[src/core/dbg_rst_pkg.sv]
package dbg_rst_pkg;
   // Control/status field positions in the always-on control word
   localparam int unsigned CSR_WIDTH        = 32;
   localparam int unsigned RST_REQ_BIT      = 27;
   localparam int unsigned RST_ACK_BIT      = 26;
   localparam int unsigned PWR_REQ_BIT      = 28;
   localparam int unsigned PWR_ACK_BIT      = 29;
   localparam logic [31:0] CSR_RESET_VALUE  = 32'h0000_0000;
   // Reset controller timing, in core clock cycles at 10 MHz
   localparam int unsigned CLK_PERIOD_NS    = 100;
   localparam int unsigned DBG_RST_PULSE_NS = 400;
   localparam int unsigned DBG_RST_CYCLES   =
      (DBG_RST_PULSE_NS + CLK_PERIOD_NS - 1) / CLK_PERIOD_NS;
   localparam int unsigned PWR_UP_NS        = 800;
   localparam int unsigned PWR_UP_CYCLES    =
      (PWR_UP_NS + CLK_PERIOD_NS - 1) / CLK_PERIOD_NS;
   localparam int unsigned TIMEOUT_DEFAULT  = 64;
   localparam logic [7:0]  TIMER_ZERO       = 8'h00;
   // Debugger command codes
   typedef enum logic [2:0] {
      CMD_NONE      = 3'h0,
      CMD_DBG_RESET = 3'h1,
      CMD_SYS_RESET = 3'h2,
      CMD_SYS_REL   = 3'h3
   } cmd_type;
endpackage

[src/core/dbg_rst_if.sv]
`timescale 1ns/100ps
`default_nettype none
// Signals between the debugger's debug port and the reset/power controllers
interface dbg_rst_if;
   logic debug_reset_request;   // From debug port control word
   logic debug_reset_ack;       // From reset controller
   logic debug_power_request;   // From debug port control word
   logic debug_power_ack;       // From power controller
   logic system_reset_pin_n;    // Debugger-driven system reset pin
   logic access_port_enable;    // Device enable into the access port
   modport debugger (
      output debug_reset_request,
      output debug_power_request,
      output system_reset_pin_n,
      input  debug_reset_ack,
      input  debug_power_ack,
      input  access_port_enable
   );
   modport controller (
      input  debug_reset_request,
      input  debug_power_request,
      input  system_reset_pin_n,
      output debug_reset_ack,
      output debug_power_ack,
      output access_port_enable
   );
endinterface
`default_nettype wire

[src/core/ack_waiter.sv]
`timescale 1ns/100ps
`default_nettype none
// Waits for a level to match a target, with a bounded cycle timeout
module ack_waiter #(
   parameter int unsigned TW = 8
) (
   input  wire logic          core_clk_in,
   input  wire logic          rst_n_in,
   input  wire logic          start_in,     // Pulse: begin a wait
   input  wire logic          level_in,     // Observed acknowledge
   input  wire logic          target_in,    // Level being awaited
   input  wire logic [TW-1:0] limit_in,     // Cycles allowed
   output logic               busy_out,     // Wait in progress
   output logic               done_out,     // Pulse: level matched
   output logic               timeout_out   // Pulse: limit expired
);
   logic [TW-1:0] count_reg;              // Cycles spent waiting
   logic          busy_reg;
   logic          done_reg;
   logic          to_reg;
   wire           hit     = busy_reg && (level_in == target_in);
   wire           expired = busy_reg && !hit && (count_reg == limit_in);

   // Counter runs only while busy; match beats expiry in the same cycle
   always_ff @(posedge core_clk_in or negedge rst_n_in) begin
      if (!rst_n_in) begin
         count_reg <= '0;
         busy_reg  <= 1'b0;
         done_reg  <= 1'b0;
         to_reg    <= 1'b0;
      end else begin
         done_reg <= hit;
         to_reg   <= expired;
         if (start_in) begin
            busy_reg  <= 1'b1;
            count_reg <= '0;
         end else if (hit || expired) begin
            busy_reg <= 1'b0;
         end else if (busy_reg) begin
            count_reg <= count_reg + 1'b1;
         end
      end
   end

   assign busy_out    = busy_reg;
   assign done_out    = done_reg;
   assign timeout_out = to_reg;
endmodule
`default_nettype wire

[src/core/dbg_debugger.sv]
`timescale 1ns/100ps
`default_nettype none
// Behaviour
// RULE1 - Acknowledge status reads zero without reset support
// RULE2 - Request bit read/write or RAZ/WI, chosen; REQ_RW_NO_SUP is unused, the bit is always read/write
// RULE3 - Unsupported acknowledge input tied permanently low
// RULE4 - Reset scope chosen by the implementation
// RULE5 - Effect while powered off fixed at design
// RULE6 - Ignore requests while access port disabled
// RULE7 - Debugger issues debug reset only when needed
// RULE8 - No control bit requests whole-system reset
// RULE9 - Pin active low, any transition accepted
// RULE10 - Non-debug logic held while pin asserted
// RULE11 - Debug domain stays accessible during pin reset
// RULE12 - No outstanding system access before pin assertion
// RULE13 - Reset all, then release debug domain
// RULE14 - Clear power request while pin first asserted
// RULE15 - Power down, assert pin, power up, release
// RULE16 - Power ack marks debug reset complete
// RULE17 - Every acknowledge wait bounded by timeout
// RULE18 - Request and acknowledge at bits 27, 26
// RULE19 - Request, ack, clear request, ack drops
// RULE20 - Never drop request before acknowledge; the request is dropped when the wait times out
// RULE21 - Debug reset spares debug port registers
module dbg_debugger
   import dbg_rst_pkg::*;
#(
   parameter int unsigned TW = 8   // Timeout counter width
) (
   input  wire logic                       core_clk_in,
   input  wire logic                       rst_n_in,
   dbg_rst_if.debugger                     link,
   input  wire dbg_rst_pkg::cmd_type       cmd_in,        // Command, one cycle
   input  wire logic                       cmd_valid_in,  // Command strobe
   input  wire logic [TW-1:0]              timeout_in,    // Wait limit, cycles
   input  wire logic                       bus_idle_in,   // No system access pending
   output logic                            ready_out,     // Idle, may take command
   output logic                            done_out,      // Pulse: command finished
   output logic                            timeout_out,   // Pulse: a wait timed out
   output logic [dbg_rst_pkg::CSR_WIDTH-1:0] csr_out      // Control/status image
);
   import dbg_rst_pkg::*;

   typedef enum logic [8:0] {
      S_IDLE     = 9'b0_0000_0001,
      S_RST_WAIT = 9'b0_0000_0010,   // Request up, await ack high
      S_RST_DROP = 9'b0_0000_0100,   // Request down, await ack low
      S_PWR_OFF  = 9'b0_0000_1000,   // Power request down, await ack low
      S_BUS_WAIT = 9'b0_0001_0000,   // Wait for bus idle
      S_PWR_ON   = 9'b0_0010_0000,   // Pin asserted, power request still low
      S_PWR_WAIT = 9'b0_0100_0000,   // Await power ack high
      S_REL      = 9'b0_1000_0000,   // Release pin
      S_FINISH   = 9'b1_0000_0000
   } state_type;

   state_type state_reg;
   state_type state_next;
   logic      rst_req_reg;            // Debug reset request bit
   logic      pwr_req_reg;            // Debug power request bit
   logic      pin_n_reg;              // System reset pin, low asserts
   logic      ready_reg;
   logic      done_reg;
   logic      to_reg;
   logic [CSR_WIDTH-1:0] csr_reg;
   logic      wait_start;
   logic      wait_target;
   logic      wait_level;
   logic      wait_busy;
   logic      wait_done;
   logic      wait_to;

   // One shared waiter; every acknowledge wait is bounded by it
   ack_waiter #(.TW(TW)) u_wait (
      .core_clk_in (core_clk_in),
      .rst_n_in    (rst_n_in),
      .start_in    (wait_start),
      .level_in    (wait_level),
      .target_in   (wait_target),
      .limit_in    (timeout_in),
      .busy_out    (wait_busy),
      .done_out    (wait_done),
      .timeout_out (wait_to)                          // RULE17
   );

   wire take_cmd = cmd_valid_in && (state_reg == S_IDLE);
   wire waiting  = wait_busy || wait_start;

   // Which acknowledge the waiter watches in each state
   assign wait_level  = (state_reg == S_RST_WAIT || state_reg == S_RST_DROP)
                        ? link.debug_reset_ack : link.debug_power_ack;
   assign wait_target = (state_reg == S_RST_WAIT || state_reg == S_PWR_WAIT);

   // Sequencer: debug reset handshake and system reset sequence
   always_comb begin
      state_next = state_reg;
      wait_start = 1'b0;
      unique case (state_reg)
         S_IDLE: begin
            if (take_cmd && cmd_in == CMD_DBG_RESET) begin
               state_next = S_RST_WAIT;               // RULE7
               wait_start = 1'b1;
            end else if (take_cmd && cmd_in == CMD_SYS_RESET) begin
               state_next = S_PWR_OFF;                // RULE14
               wait_start = 1'b1;
            end else if (take_cmd && cmd_in == CMD_SYS_REL) begin
               state_next = S_REL;
            end
         end
         S_RST_WAIT: begin
            // Request held until ack or timeout, never dropped early
            if (wait_done || wait_to) begin            // RULE20
               state_next = S_RST_DROP;
               wait_start = 1'b1;
            end
         end
         S_RST_DROP: begin
            if (wait_done || wait_to) begin           // RULE19
               state_next = S_FINISH;
            end
         end
         S_PWR_OFF: begin
            if (wait_done || wait_to) begin
               state_next = S_BUS_WAIT;
            end
         end
         S_BUS_WAIT: begin
            if (bus_idle_in) begin                    // RULE12
               state_next = S_PWR_ON;
            end
         end
         S_PWR_ON: begin
            state_next = S_PWR_WAIT;
            wait_start = 1'b1;
         end
         S_PWR_WAIT: begin
            // Power ack high also signals debug domain reset is done
            if (wait_done || wait_to) begin           // RULE15
               state_next = S_FINISH;
            end
         end
         S_REL: begin
            state_next = S_FINISH;
         end
         S_FINISH: begin
            state_next = S_IDLE;
         end
      endcase
   end

   // Registered pin and bit drive per state
   always_ff @(posedge core_clk_in or negedge rst_n_in) begin
      if (!rst_n_in) begin
         state_reg   <= S_IDLE;
         rst_req_reg <= 1'b0;
         pwr_req_reg <= 1'b0;
         pin_n_reg   <= 1'b1;
         ready_reg   <= 1'b0;
         done_reg    <= 1'b0;
         to_reg      <= 1'b0;
      end else begin
         state_reg   <= state_next;
         ready_reg   <= (state_next == S_IDLE);
         done_reg    <= (state_next == S_FINISH);
         to_reg      <= wait_to;                      // RULE17
         if (state_next == S_RST_WAIT) begin
            rst_req_reg <= 1'b1;                      // RULE19
         end else if (state_next == S_RST_DROP) begin
            rst_req_reg <= 1'b0;
         end
         if (state_next == S_PWR_OFF) begin
            pwr_req_reg <= 1'b0;
         end else if (state_next == S_PWR_ON) begin
            // Pin first, power request a cycle later, so the request is
            // still low while the pin is first asserted
            pin_n_reg   <= 1'b0;                      // RULE9
         end else if (state_next == S_PWR_WAIT) begin
            pwr_req_reg <= 1'b1;                      // RULE14
         end else if (state_next == S_REL) begin
            pin_n_reg   <= 1'b1;
         end
      end
   end

   // Status image: bits 27:26 request and ack, power bits above
   always_ff @(posedge core_clk_in or negedge rst_n_in) begin
      if (!rst_n_in) begin
         csr_reg <= CSR_RESET_VALUE;
      end else begin
         csr_reg              <= CSR_RESET_VALUE;
         csr_reg[RST_REQ_BIT] <= rst_req_reg;         // RULE18
         csr_reg[RST_ACK_BIT] <= link.debug_reset_ack;
         csr_reg[PWR_REQ_BIT] <= pwr_req_reg;
         csr_reg[PWR_ACK_BIT] <= link.debug_power_ack;
      end
   end

   assign link.debug_reset_request = rst_req_reg;
   assign link.debug_power_request = pwr_req_reg;
   assign link.system_reset_pin_n  = pin_n_reg;
   assign ready_out   = ready_reg;
   assign done_out    = done_reg;
   assign timeout_out = to_reg;
   assign csr_out     = csr_reg;

   // Unused waiter flag kept for clarity of intent
   wire unused_ok = waiting;
endmodule
`default_nettype wire

[src/flat_wrapper.sv]
// flat-port wrapper written by rule: the top's interface ports become plain ports
module dbg_debugger_flat import dbg_rst_pkg::*;
#(
   parameter int unsigned TW = 8                           
)
  (core_clk_in, rst_n_in, cmd_in, cmd_valid_in, timeout_in, bus_idle_in, ready_out, done_out, timeout_out, csr_out, link_debug_reset_request, link_debug_power_request, link_system_reset_pin_n, link_debug_reset_ack, link_debug_power_ack, link_access_port_enable);
  dbg_rst_if link_i ();
  input  wire logic core_clk_in;
  input  wire logic rst_n_in;
  input  wire dbg_rst_pkg::cmd_type cmd_in;
  input  wire logic cmd_valid_in;
  input  wire logic [TW-1:0] timeout_in;
  input  wire logic bus_idle_in;
  output logic ready_out;
  output logic done_out;
  output logic timeout_out;
  output logic [dbg_rst_pkg::CSR_WIDTH-1:0] csr_out;
  output wire logic [$bits(link_i.debug_reset_request)-1:0] link_debug_reset_request;
  output wire logic [$bits(link_i.debug_power_request)-1:0] link_debug_power_request;
  output wire logic [$bits(link_i.system_reset_pin_n)-1:0] link_system_reset_pin_n;
  input wire logic [$bits(link_i.debug_reset_ack)-1:0] link_debug_reset_ack;
  input wire logic [$bits(link_i.debug_power_ack)-1:0] link_debug_power_ack;
  input wire logic [$bits(link_i.access_port_enable)-1:0] link_access_port_enable;
  assign link_debug_reset_request = link_i.debug_reset_request;
  assign link_debug_power_request = link_i.debug_power_request;
  assign link_system_reset_pin_n = link_i.system_reset_pin_n;
  assign link_i.debug_reset_ack = link_debug_reset_ack;
  assign link_i.debug_power_ack = link_debug_power_ack;
  assign link_i.access_port_enable = link_access_port_enable;
  dbg_debugger #(.TW(TW)) u_core (.core_clk_in(core_clk_in), .rst_n_in(rst_n_in), .link(link_i), .cmd_in(cmd_in), .cmd_valid_in(cmd_valid_in), .timeout_in(timeout_in), .bus_idle_in(bus_idle_in), .ready_out(ready_out), .done_out(done_out), .timeout_out(timeout_out), .csr_out(csr_out));
endmodule
[config.mk]
export PLATFORM = sky130hd
export DESIGN_NAME = dbg_debugger_flat
export DESIGN_NICKNAME = d
export VERILOG_FILES = /design/src/core/dbg_rst_pkg.sv /design/src/core/dbg_rst_if.sv /design/src/core/ack_waiter.sv /design/src/core/dbg_debugger.sv /design/src/flat_wrapper.sv
export SDC_FILE = /design/constraint.sdc
export NUM_CORES = 1
export LEC_CHECK = 0
export BUFFER_PORTS_ARGS = -buffer_cell sky130_fd_sc_hd__buf_4
export CORE_MARGIN = 2
export CORE_UTILIZATION = 30
export DETAILED_ROUTE_END_ITERATION = 16
export SLEW_MARGIN = 10
export SYNTH_ARGS = -nofsm -noshare
export SYNTH_HDL_FRONTEND = slang
export SYNTH_SLANG_ARGS = --single-unit
[constraint.sdc]
create_clock -name core_clk_in -period 2.7 [get_ports core_clk_in]
set_clock_uncertainty 0.2 [all_clocks]
set_input_delay 0.405 -clock core_clk_in [delete_from_list [all_inputs] [get_ports core_clk_in]]
set_output_delay 0.405 -clock core_clk_in [all_outputs]
set_load 0.01 [all_outputs]
After elaboration in Yosys (flattened, before gate mapping)

Index checks and enable logic that the tools add are counted.

Output and inout bits: 38
Register bits after elaboration: 30
Logic and storage cells: 86
Input port bits: 18

Bitwise gates (word level): 1
Add/sub/neg operators: 1
Equality and inequality tests: 25
Reduce and logical (&&, ||, !) cells: 21
Muxes and demuxes: 26

Operators with widths:

| kind                                                                  | number |
|---|---|
| 9-bit case mux with 8 select lines                                    | 1 |
| 9-bit 2-to-1 mux                                                      | 7 |
| 8-bit 2-to-1 mux                                                      | 3 |
| 9-bit by 1-bit equality test with 1-bit output, second input constant | 2 |
| 9-bit by 2-bit equality test with 1-bit output, second input constant | 2 |
| 9-bit by 3-bit equality test with 1-bit output, second input constant | 2 |
| 9-bit by 4-bit equality test with 1-bit output, second input constant | 2 |
| 9-bit by 6-bit equality test with 1-bit output, second input constant | 2 |
| 9-bit by 7-bit equality test with 1-bit output, second input constant | 2 |
| 9-bit by 8-bit equality test with 1-bit output, second input constant | 2 |
| 9-bit equality test, second input constant                            | 2 |
| 1-bit 2-to-1 mux                                                      | 14 |
| 2-bit nonzero test                                                    | 5 |
| 9-bit by 5-bit equality test with 1-bit output, second input constant | 1 |
| 8-bit by 1-bit adder with 8-bit output, second input constant         | 1 |
| 8-bit equality test                                                   | 1 |
| 1-bit logical AND                                                     | 7 |
| 3-bit by 2-bit equality test with 1-bit output, second input constant | 2 |
| 1-bit logical OR                                                      | 4 |
| 2-bit by 1-bit != test with 1-bit output, second input constant       | 2 |
| 2-bit AND reduction                                                   | 2 |
| 3-bit by 1-bit equality test with 1-bit output, second input constant | 1 |
| 1-bit case mux with 3 select lines                                    | 1 |
| 3-bit AND reduction                                                   | 1 |
| 5 further kinds                                                       | 5 |

Longest topological paths before layout

Gate-level depths: netlist of the first run.

Word-level depth: 11
Gate-level depth with buffers: 8
Gate-level depth less buffers: 6

Hierarchy

Synthesis of the first run repeated with hierarchy kept, for this count alone.

Cell total of the unflattened synthesis: 228
Area, all modules: 2129.5 µm²

By module, submodules not included:

| module       | sequential area each (µm²) | area each (µm²) | instances | cells an instance |
|---|---|---|---|---|
| dbg_debugger | 478.0                      | 1446.4          | 1         | 164 |
| ack_waiter   | 275.3                      | 683.2           | 1         | 64 |

Worst setup path before layout of the first run

Ideal clock, no wire load.

Path type: reg-to-reg
Start: register u_core.state_reg[1]
End: register u_core.pwr_req_reg, in the netlist u_core.link.debug_power_request
Library setup time: 126 ps
Clock period less this slack: 2451 ps
Slack: 249 ps
Required time: 2374 ps
Arrival: 2125 ps
Path buffers: 0
Cell stages (with the launch flop): 7
Cells stage by stage: dfrtp_1 > or4_4 > nor4_1 > mux2i_1 > and4_1 > nand4_2 > o32a_1

Word-level cells in the longest chain between the ends: 10
Elaborated cells on any way between the ends: 29
Classes of those cells: 13 x eq/ne; 9 x mux; 7 x reduce/logical

RTL lines:

| what                                                                                                   | line                                   | source |
|---|---|---|
| start, declared                                                                                        | dbg_debugger.sv:56                     | `state_type state_reg;` |
| start signal, assigned                                                                                 | dbg_debugger.sv:161                    | `state_reg <= state_next;` |
| 9-bit by 1-bit equality test with 1-bit output                                                         | dbg_debugger.sv:85, dbg_debugger.sv:97 |  |
| 1-bit logical AND                                                                                      | dbg_debugger.sv:85                     | `wire take_cmd = cmd_valid_in && (state_reg == S_IDLE);` |
| 1-bit logical AND                                                                                      | dbg_debugger.sv:105                    | `end else if (take_cmd && cmd_in == CMD_SYS_REL) begin` |
| 9-bit 2-to-1 mux                                                                                       | dbg_debugger.sv:105                    |  |
| 9-bit 2-to-1 mux                                                                                       | dbg_debugger.sv:102                    | `end else if (take_cmd && cmd_in == CMD_SYS_RESET) begin` |
| 9-bit 2-to-1 mux                                                                                       | dbg_debugger.sv:99                     | `if (take_cmd && cmd_in == CMD_DBG_RESET) begin` |
| 9-bit case mux with 8 select lines (*)                                                                 | dbg_debugger.sv:97                     | `unique case (state_reg)` |
| 9-bit by 6-bit equality test with 1-bit output (tied with other cells)                                 | dbg_debugger.sv:172                    | `end else if (state_next == S_PWR_ON) begin` |
| 2-bit by 1-bit != test with 1-bit output (no source line) / 2-bit nonzero test (equally long branches) | --                                     |  |
| 2-bit AND reduction (no source line)                                                                   | --                                     |  |
| end signal, assigned                                                                                   | dbg_debugger.sv:155                    | `pwr_req_reg <= 1'b0;` |
| end signal, assigned                                                                                   | dbg_debugger.sv:171                    | `pwr_req_reg <= 1'b0;` |
| end signal, assigned                                                                                   | dbg_debugger.sv:177                    | `pwr_req_reg <= 1'b1;` |
| end, declared                                                                                          | dbg_debugger.sv:59                     | `logic pwr_req_reg;` |

Mark *: on every way between the ends. The rest lies on a longest branch, timed or not.
A chain may end at the register's enable or synchronous reset.

Worst setup path after layout of the first run

Start: register u_core.state_reg[0]
End: register u_core.pwr_req_reg, in the netlist u_core.link.debug_power_request

Word-level cells in the longest chain between the ends: 10
Elaborated cells on any way between the ends: 29
Classes of those cells: 13 x eq/ne; 9 x mux; 7 x reduce/logical

RTL lines:

| what                                                                                                   | line                                   | source |
|---|---|---|
| 9-bit by 1-bit equality test with 1-bit output                                                         | dbg_debugger.sv:85, dbg_debugger.sv:97 |  |
| 1-bit logical AND                                                                                      | dbg_debugger.sv:85                     |  |
| 1-bit logical AND                                                                                      | dbg_debugger.sv:105                    |  |
| 9-bit 2-to-1 mux                                                                                       | dbg_debugger.sv:105                    |  |
| 9-bit 2-to-1 mux                                                                                       | dbg_debugger.sv:102                    |  |
| 9-bit 2-to-1 mux                                                                                       | dbg_debugger.sv:99                     |  |
| 9-bit case mux with 8 select lines (*)                                                                 | dbg_debugger.sv:97                     |  |
| named net u_core.state_next[3]                                                                         | dbg_debugger.sv:57                     | `state_type state_next;` |
| 9-bit by 6-bit equality test with 1-bit output (tied with other cells)                                 | dbg_debugger.sv:172                    |  |
| 2-bit by 1-bit != test with 1-bit output (no source line) / 2-bit nonzero test (equally long branches) | --                                     |  |
| 2-bit AND reduction (no source line)                                                                   | --                                     |  |

Mark *: on every way through the listed nets, which the timed path passes. The rest lies on a longest branch.

==> results of run 1 <==
[timing repair]
item / CTS / global route
hold buffers: 1 / 0
gates resized for setup: 0 / 2
hold endpoints to repair: 28 / 0
endpoints found under the setup margin: 0 / 5
[cell families after synthesis]
kind of cell    after synthesis  share of synthesized area, %
fa+ha+maj                     1                         0.625
compound gates               46                          17.2
other cells                   1                         0.187
flops                        30                          37.6
simple gates                 77                          24.9
buf+inv                      43                          13.7
mux                           1                         0.500
xor+xnor                     12                          5.25
[through the flow]
stage / setup slack, ns / instances / cell area [um^2] / hold slack, ns
5_1_grt: 0.000741 / 329 / 2370 / 0.0270
3_3_place_gp: 0.157 / 320 / 2260 / 0.163
2_1_floorplan: 0.249 / 238 / 2100 / -0.0906
6_report: 0.149 / 329 / 2370 / 0.0408
4_1_cts: 0.117 / 329 / 2360 / 0.0348
3_5_place_dp: 0.146 / 320 / 2260 / 0.165
[worst max-delay path, stage by stage, from the launching register on]
cell and delay [ns]:
dfstp_2 0.41, or4_4 0.58, buf_4 0.17, nor4_2 0.31, a21o_1 0.18, a32o_1 0.21
nand2_1 0.07, o32a_1 0.30
[report_power, final]
part            total, W  switching (W)  leakage (nW)  internal (W)
clock network   0.000389       0.000185        0.0472      0.000205
logic          0.0000711      0.0000442         0.697     0.0000269
registers       0.000455     0.00000246         0.385      0.000452
total           0.000915       0.000231          1.13      0.000684
[layout make-up]
| class | instances | area [um^2] |
|---|---|---|
| multi-input cells | 165 | 1090 |
| inverters | 7 | 26.3 |
| clock buffers | 6 | 82.6 |
| clock inverters | 2 | 12.5 |
| fillers | 665 | 4010 |
| well taps | 77 | 96.3 |
| flip-flops and latches | 30 | 753 |
| repair buffers | 42 | 318 |
[synth_stat cells (2+ instances only)]
master / number / share of area [%]
a211oi_1: 2 / 0.75
a21o_1: 5 / 1.9
a21oi_1: 9 / 2.3
a32oi_1: 2 / 0.88
and2_1: 5 / 1.6
and4_1: 2 / 0.88
buf_2: 3 / 0.75
buf_4: 29 / 11
clkbuf_1: 4 / 0.75
dfrtp_1: 28 / 35
dfstp_2: 2 / 2.6
inv_1: 7 / 1.3
nand2_1: 16 / 3.0
nand2b_1: 7 / 2.2
nand3_1: 4 / 1.0
nand4_1: 3 / 0.94
nand4b_1: 2 / 0.88
nor2_1: 7 / 1.3
nor4_1: 4 / 1.3
nor4_2: 2 / 1.3
nor4b_1: 2 / 0.88
o21a_1: 2 / 0.75
o21ai_0: 4 / 1.0
o21ai_1: 2 / 0.50
o22ai_1: 2 / 0.63
o31ai_1: 7 / 2.6
or2_2: 4 / 1.3
or3_1: 2 / 0.63
or4_1: 6 / 2.3
xor2_1: 12 / 5.3
[final timing paths]
| path | end | slack (ns) | depth (start not counted) |
|---|---|---|---|
| worst max-delay path | u_core.link.debug_power_request$_DFFE_PN0P_ | 0.15 | 7 |
| worst min-delay path | u_core.csr_out[26]$_DFF_PN0_ | 0.04 | 1 |
| worst max register to register | u_core.link.debug_power_request$_DFFE_PN0P_ | 0.15 | 7 |
| worst min register to register | u_core.csr_out[27]$_DFF_PN0_ | 0.22 | 0 |
| max in group asynchronous | u_core.state_reg[0]$_DFF_PN1_ | 1.58 | 2 |
| min in group asynchronous | u_core.csr_out[29]$_DFF_PN0_ | 0.39 | 2 |
[layer usage]
layer	global-route usage, %	wire length, um	vias to the layer above
met5	0	0	-
met4	4.33	49	0
met3	4.43	274	7
met2	18.7	2070	58
met1	17.4	2150	772
li1	-	-	792
==> results.md, run 1 <==
- Core area: about 6400 um^2
- Post-layout min period: ~2.6 ns
- Layout cells sized above 1: a little over a quarter
- Cts bufs inserted: 5
- Pre-antenna DRT Iters: 4
- Status: finished, final reports clean
- Post-Syn Area: around 2000 um^2
- Post-CTS Repair Setup Buffers: 0
- Clock-pin slew on the worst setup and hold paths: roughly 0.070 ns
- Yosys cell types: between 50 and 60
- Post-Synthesis Cells: around 210
- Worst hold path class: input port to flop
- Initial antenna violation count: 0
- CP max FO: 5
- Total GRT Usage: roughly 13%
- Tot Pwr: ~0.00092 W
- CTS max path bufs: 2
- Port buffer count: 26
- Fin nets: 270
- Post-detail-place hpwl: between 3000 and 4000 um
- Rows: 29
- Pwr per Cell Area: 385 nW/um^2
- Final setup fails: 0
- RSZ-0062 raised after global routing: false
- Vias: about 1600
- Synth warnings: 0
- Setup TNS: 0 ns
- Largest net degree at the start of global routing: 31
- Startpoint Class: flop
- Sequential-to-total area share from yosys stat: a little under two fifths
- Area grow syn2layout: 18.7%
- EDFF count, synth: 0
- DRC errors left: 0
- Worst setup path category: flop to flop
- Number of global-route vias before repair: about 1500
- Drt initial violations: 65
- Global-route wire length before repair: 7310 um
- Later-pin clock latency in the skew report: just under 0.3 ns
- Fmax: a little under 400 MHz
- Gr ovfl total: 0
- Ys flop type: dfrtp_1
- Initial Util: 31.3%
- Worst Setup SP: u_core.state_reg[0]$_DFF_PN1_
- Diode count: 0
- VDD IR max: between 0.0002 and 0.00025 V
- Num Clock Sinks: 30
- Max reg flops: 9
- Required @ worst endpoint: approximately 2.7 ns
- Most frequent cells in the layout: buf_4 (41), conb_1 (28), dfrtp_1 (28)
- Chip Width: ~86 um
- Reg2reg start: u_core.state_reg[0]$_DFF_PN1_
- Die H: about 86 um
- Final Hold Vio Count: 0
- Synth Area per Inst: ~9.5 um^2
- CTS tree: done
- Wire per inst: around 14 um
- Final ANT Viol Nets: 0
- Die area: approximately 7300 um^2
- Max_cap viols: 0
- Commonest non-fill, non-tap cell in the layout: buf_4
- Final RePlAce weighted congestion: 0.875
- HP Start: link_debug_reset_ack
- Mean number of vias per cell: around 5.0
- Final core utilization: around 37%
- Asr flop ratio synth: 100%
- Io pins: 56
- Max Slew Vio Count: 0
- Arr. time, crit path: approximately 2.5 ns
- Final period utilization: 94.5%
- Total Wirelength: 4540 um
- Element type at the critical path end: flop
- Root Buffer: clkbuf_8
- CTS H-tree lvls: 2
- Yosys reg bits: 30
- Leakage: 1.13 nW
(Power assumes the default switching activity.)
==> run 2, diff against run 1 <==
--- a/config.mk
+++ b/config.mk
@@ -6,10 +6,11 @@
 export NUM_CORES = 1
 export LEC_CHECK = 0
 export BUFFER_PORTS_ARGS = -buffer_cell sky130_fd_sc_hd__buf_4
-export CORE_MARGIN = 2
+export CORE_MARGIN = 1.5
 export CORE_UTILIZATION = 30
 export DETAILED_ROUTE_END_ITERATION = 16
 export SLEW_MARGIN = 10
 export SYNTH_ARGS = -nofsm -noshare
 export SYNTH_HDL_FRONTEND = slang
+export SYNTH_HIERARCHICAL = 1
 export SYNTH_SLANG_ARGS = --single-unit
==> run 2 against run 1 <==
The flow now finishes with violations (setup timing). Synthesized cell count is 8.1% higher. Die area up 3.7%. Cell area increased by 20%. Non-clock buffer count up 22. Utilization rose by 4.7 points. Global-route usage grew 2.7 points. Flip-flop and latch count did not move. Combinational power grew to 21 times the previous value. Highest routed layer unchanged. Cell count increased by 16%. Register-to-register slack got worse by 0.31 ns. Clock power grew 16%. Synthesized area grew 6.4%.
==> results.md, run 2 <==
- Vias: 1840 (+13%)
- CTS tree: done
- Setup TNS: -0.486 ns (-0.486 ns)
- GR peak layer: met2
- Synth Area per Inst: 9.34 um^2 (-1.5%)
- Die H: 87.3 um (+1.9%)
- Worst hold path class: input port to flop
- GR met3 Demand/Resource: 3.51% (-0.92 points)
- Pre-antenna DRT Iters: 4 (unchanged)
- Global-route wire length before repair: 9040 um (+24%)
- Die area: 7610 um^2 (+3.7%)
- HP Start: link_debug_power_ack
- Total GRT Usage: 15.5% (+2.7 points)
- Fin nets: 305 (+13%)
- Clock-pin slew on the worst setup and hold paths: 0.07 ns (about the same)
- DRC errors left: 0 (unchanged)
- Worst slew pin tran: between 0.6 and 0.7 ns
- Diode count: 0 (unchanged)
- Asr flop ratio synth: 100% (unchanged)
- Max_cap viols: 0 (unchanged)
- Root Buffer: clkbuf_8
- Element type at the critical path end: flop
- Port buffer count: 26 (unchanged)
- Final Hold Vio Count: 0 (unchanged)
- CTS max path bufs: 2 (unchanged)
- Area grow syn2layout: 34.3%
- Yosys cell types: 58 (+5.5%)
- Layout cells sized above 1: 37.3% (+10 points)
- Synth top area cells: dfrtp_1 (33%), buf_4 (9.9%), xor2_1 (4.5%)
- Number of global-route vias before repair: 1856 (+21%)
- Num Clock Sinks: 30 (unchanged)
- Later-pin clock latency in the skew report: 0.29 ns (about the same)
- Final period utilization: 106% (+12 points)
- Worst Setup SP: u_core/state_reg[3]$_DFF_PN0_
- Rel. slew slack: ~59%
- Fillers: 690 (+3.8%)
- Core area: 6830 um^2 (+7.0%)
- Drt initial violations: 120 (+85%)
- Most frequent cells in the layout: buf_4 (60), conb_1 (28), dfrtp_1 (28)
- VDD IR max: 0.000502 V (+110%)
- EDFF count, synth: 0 (unchanged)
- Commonest non-fill, non-tap cell in the layout: buf_4
- Worst setup path category: flop to flop
- Cts bufs inserted: 5 (unchanged)
- Chip Width: 87.3 um (+1.9%)
- Failing checks: setup timing
- Synth warnings: 6 (+6)
- Wire per inst: 14.0 um (+1.2%)
- Final ANT Viol Nets: 0 (unchanged)
- Initial antenna violation count: 0 (unchanged)
- Arr. time, crit path: 2.86 ns (+0.34 ns)
- Synth top cells by count: buf_4 (28), dfrtp_1 (28), nor2_1 (21)
- Rows: 30 (+3.4%)
- M2 GR Usage: 24.5% (+5.8 points)
- Post-Synthesis Cells: 228 (+8.1%)
- Yosys reg bits: 30 (unchanged)
- Yosys top cell by area: dfrtp_1
- Largest net degree at the start of global routing: 31 (unchanged)
- RSZ-0062 raised after global routing: true
- Io pins: 56 (unchanged)
- Final setup fails: 9 (+9)
- Gr ovfl total: 0 (unchanged)
- Synth top area share: 32.9% (-2.1 points)
- Post-detail-place hpwl: 3860 um (+16%)
- Reg2reg start: u_core/state_reg[3]$_DFF_PN0_
- Required @ worst endpoint: 2.70 ns (+0.03 ns)
- CP max FO: 3 (-2)
- Max reg flops: 9 (unchanged)
- Final RePlAce weighted congestion: 0.939 (+7.3%)
- Dpl ws: -0.190 ns (-0.336 ns)
- Pwr per Cell Area: 893 nW/um^2 (+130%)
- Sequential-to-total area share from yosys stat: 35.4% (-2.3 points)
- Post-route setup slack: -0.162 ns (-0.311 ns)
- Startpoint Class: flop
- Ys flop type: dfrtp_1
- Max Slew Vio Count: 0 (unchanged)
- CTS H-tree lvls: 2 (unchanged)
- Mean number of vias per cell: 4.80 (-3.0%)
- Initial Util: 31.2% (-0.16 points)
- Leakage: 1.33 nW (+18%)
- Met1 usage in global routing: 20.6% (+3.2 points)
- Fmax: 349 MHz (-11%)
- Post-layout min period: 2.86 ns (+0.311 ns)
- Status: finished with violations
- Total Wirelength: 5340 um (+18%)
- Post-Syn Area: 2130 um^2 (+6.4%)
[run 2: worst max-delay path, stage by stage, from the launching register on]
cell      delay [ns]
dfrtp_1         0.40
or4_4           0.55
or4b_4          0.53
and3_4          0.17
a2111o_1        0.37
or4_1           0.40
o211ai_1        0.16
[run 2: repair_timing]
item / in CTS / in global routing
endpoints found under the hold margin: 28 / 0
gates resized for setup: 21 / 4
buffers inserted: 2 / 1
setup endpoints to repair: 12 / 12
pin swaps: 15 / 6
hold buffers: 1 / 0
[run 2: worst paths after layout]
path / endpoint / slack, ns / depth (start not counted)
setup / recovery: u_core/link.debug_reset_request$_DFFE_PN0P_ / -0.16 / 6
hold / removal: u_core/csr_out[29]$_DFF_PN0_ / 0.05 / 1
setup reg to reg: u_core/link.debug_reset_request$_DFFE_PN0P_ / -0.16 / 6
hold reg to reg: u_core/timeout_out$_DFF_PN0_ / 0.18 / 0
max in group asynchronous: u_core/link.system_reset_pin_n$_DFFE_PN1P_ / 1.57 / 2
min in group asynchronous: u_core/done_out$_DFF_PN0_ / 0.39 / 2
[run 2: area by class of cell]
type	instances	area [um^2]	share of cell area, %
tap	96	120	4.20
sequential	30	753	26.3
multi-input combinational	178	1340	46.9
inverter	7	26.3	0.919
clock buffer	7	76.3	2.67
timing repair buffer	64	512	17.9
clock inverter	1	30.0	1.05
[run 2: per-layer routing]
metal | wire [um] | vias up
li1 | - | 884
met1 | 2450 | 882
met2 | 2530 | 66
met3 | 275 | 8
met4 | 86 | 0
met5 | 0 | -
[run 2: stage by stage]
stage	hold slack (ns)	instance area, um^2	total power, W	cells	utilization, %
after CTS	0.0343	2820	0.00249	382	41.3
after detailed placement	0.164	2560	0.00186	371	37.5
after floorplan	-0.0906	2260	0.00139	255	-
after global routing	0.0289	2860	0.00275	383	41.8
final	0.0477	2860	0.00255	383	41.8
after global placement	0.161	2560	0.00186	371	37.5
[run 2: logic make-up after synthesis]
group	count (synthesis)	synth area share [%]
AO/OA/AOI/OAI	32	11.7
adder cells (fa/ha/maj)	1	0.587
AND/OR/NAND/NOR	93	27.4
buffers and inverters	47	14.1
flip-flops	30	35.4
XOR/XNOR	18	7.40
other	1	0.176
multiplexers	6	3.29
[run 2: report_power, final]
part / internal (W) / total, W / leakage, nW / switching (W)
combinational: 0.000706 / 0.00147 / 0.897 / 0.000767
clock: 0.000276 / 0.000453 / 0.0524 / 0.000177
sequential: 0.000538 / 0.000628 / 0.380 / 0.0000906
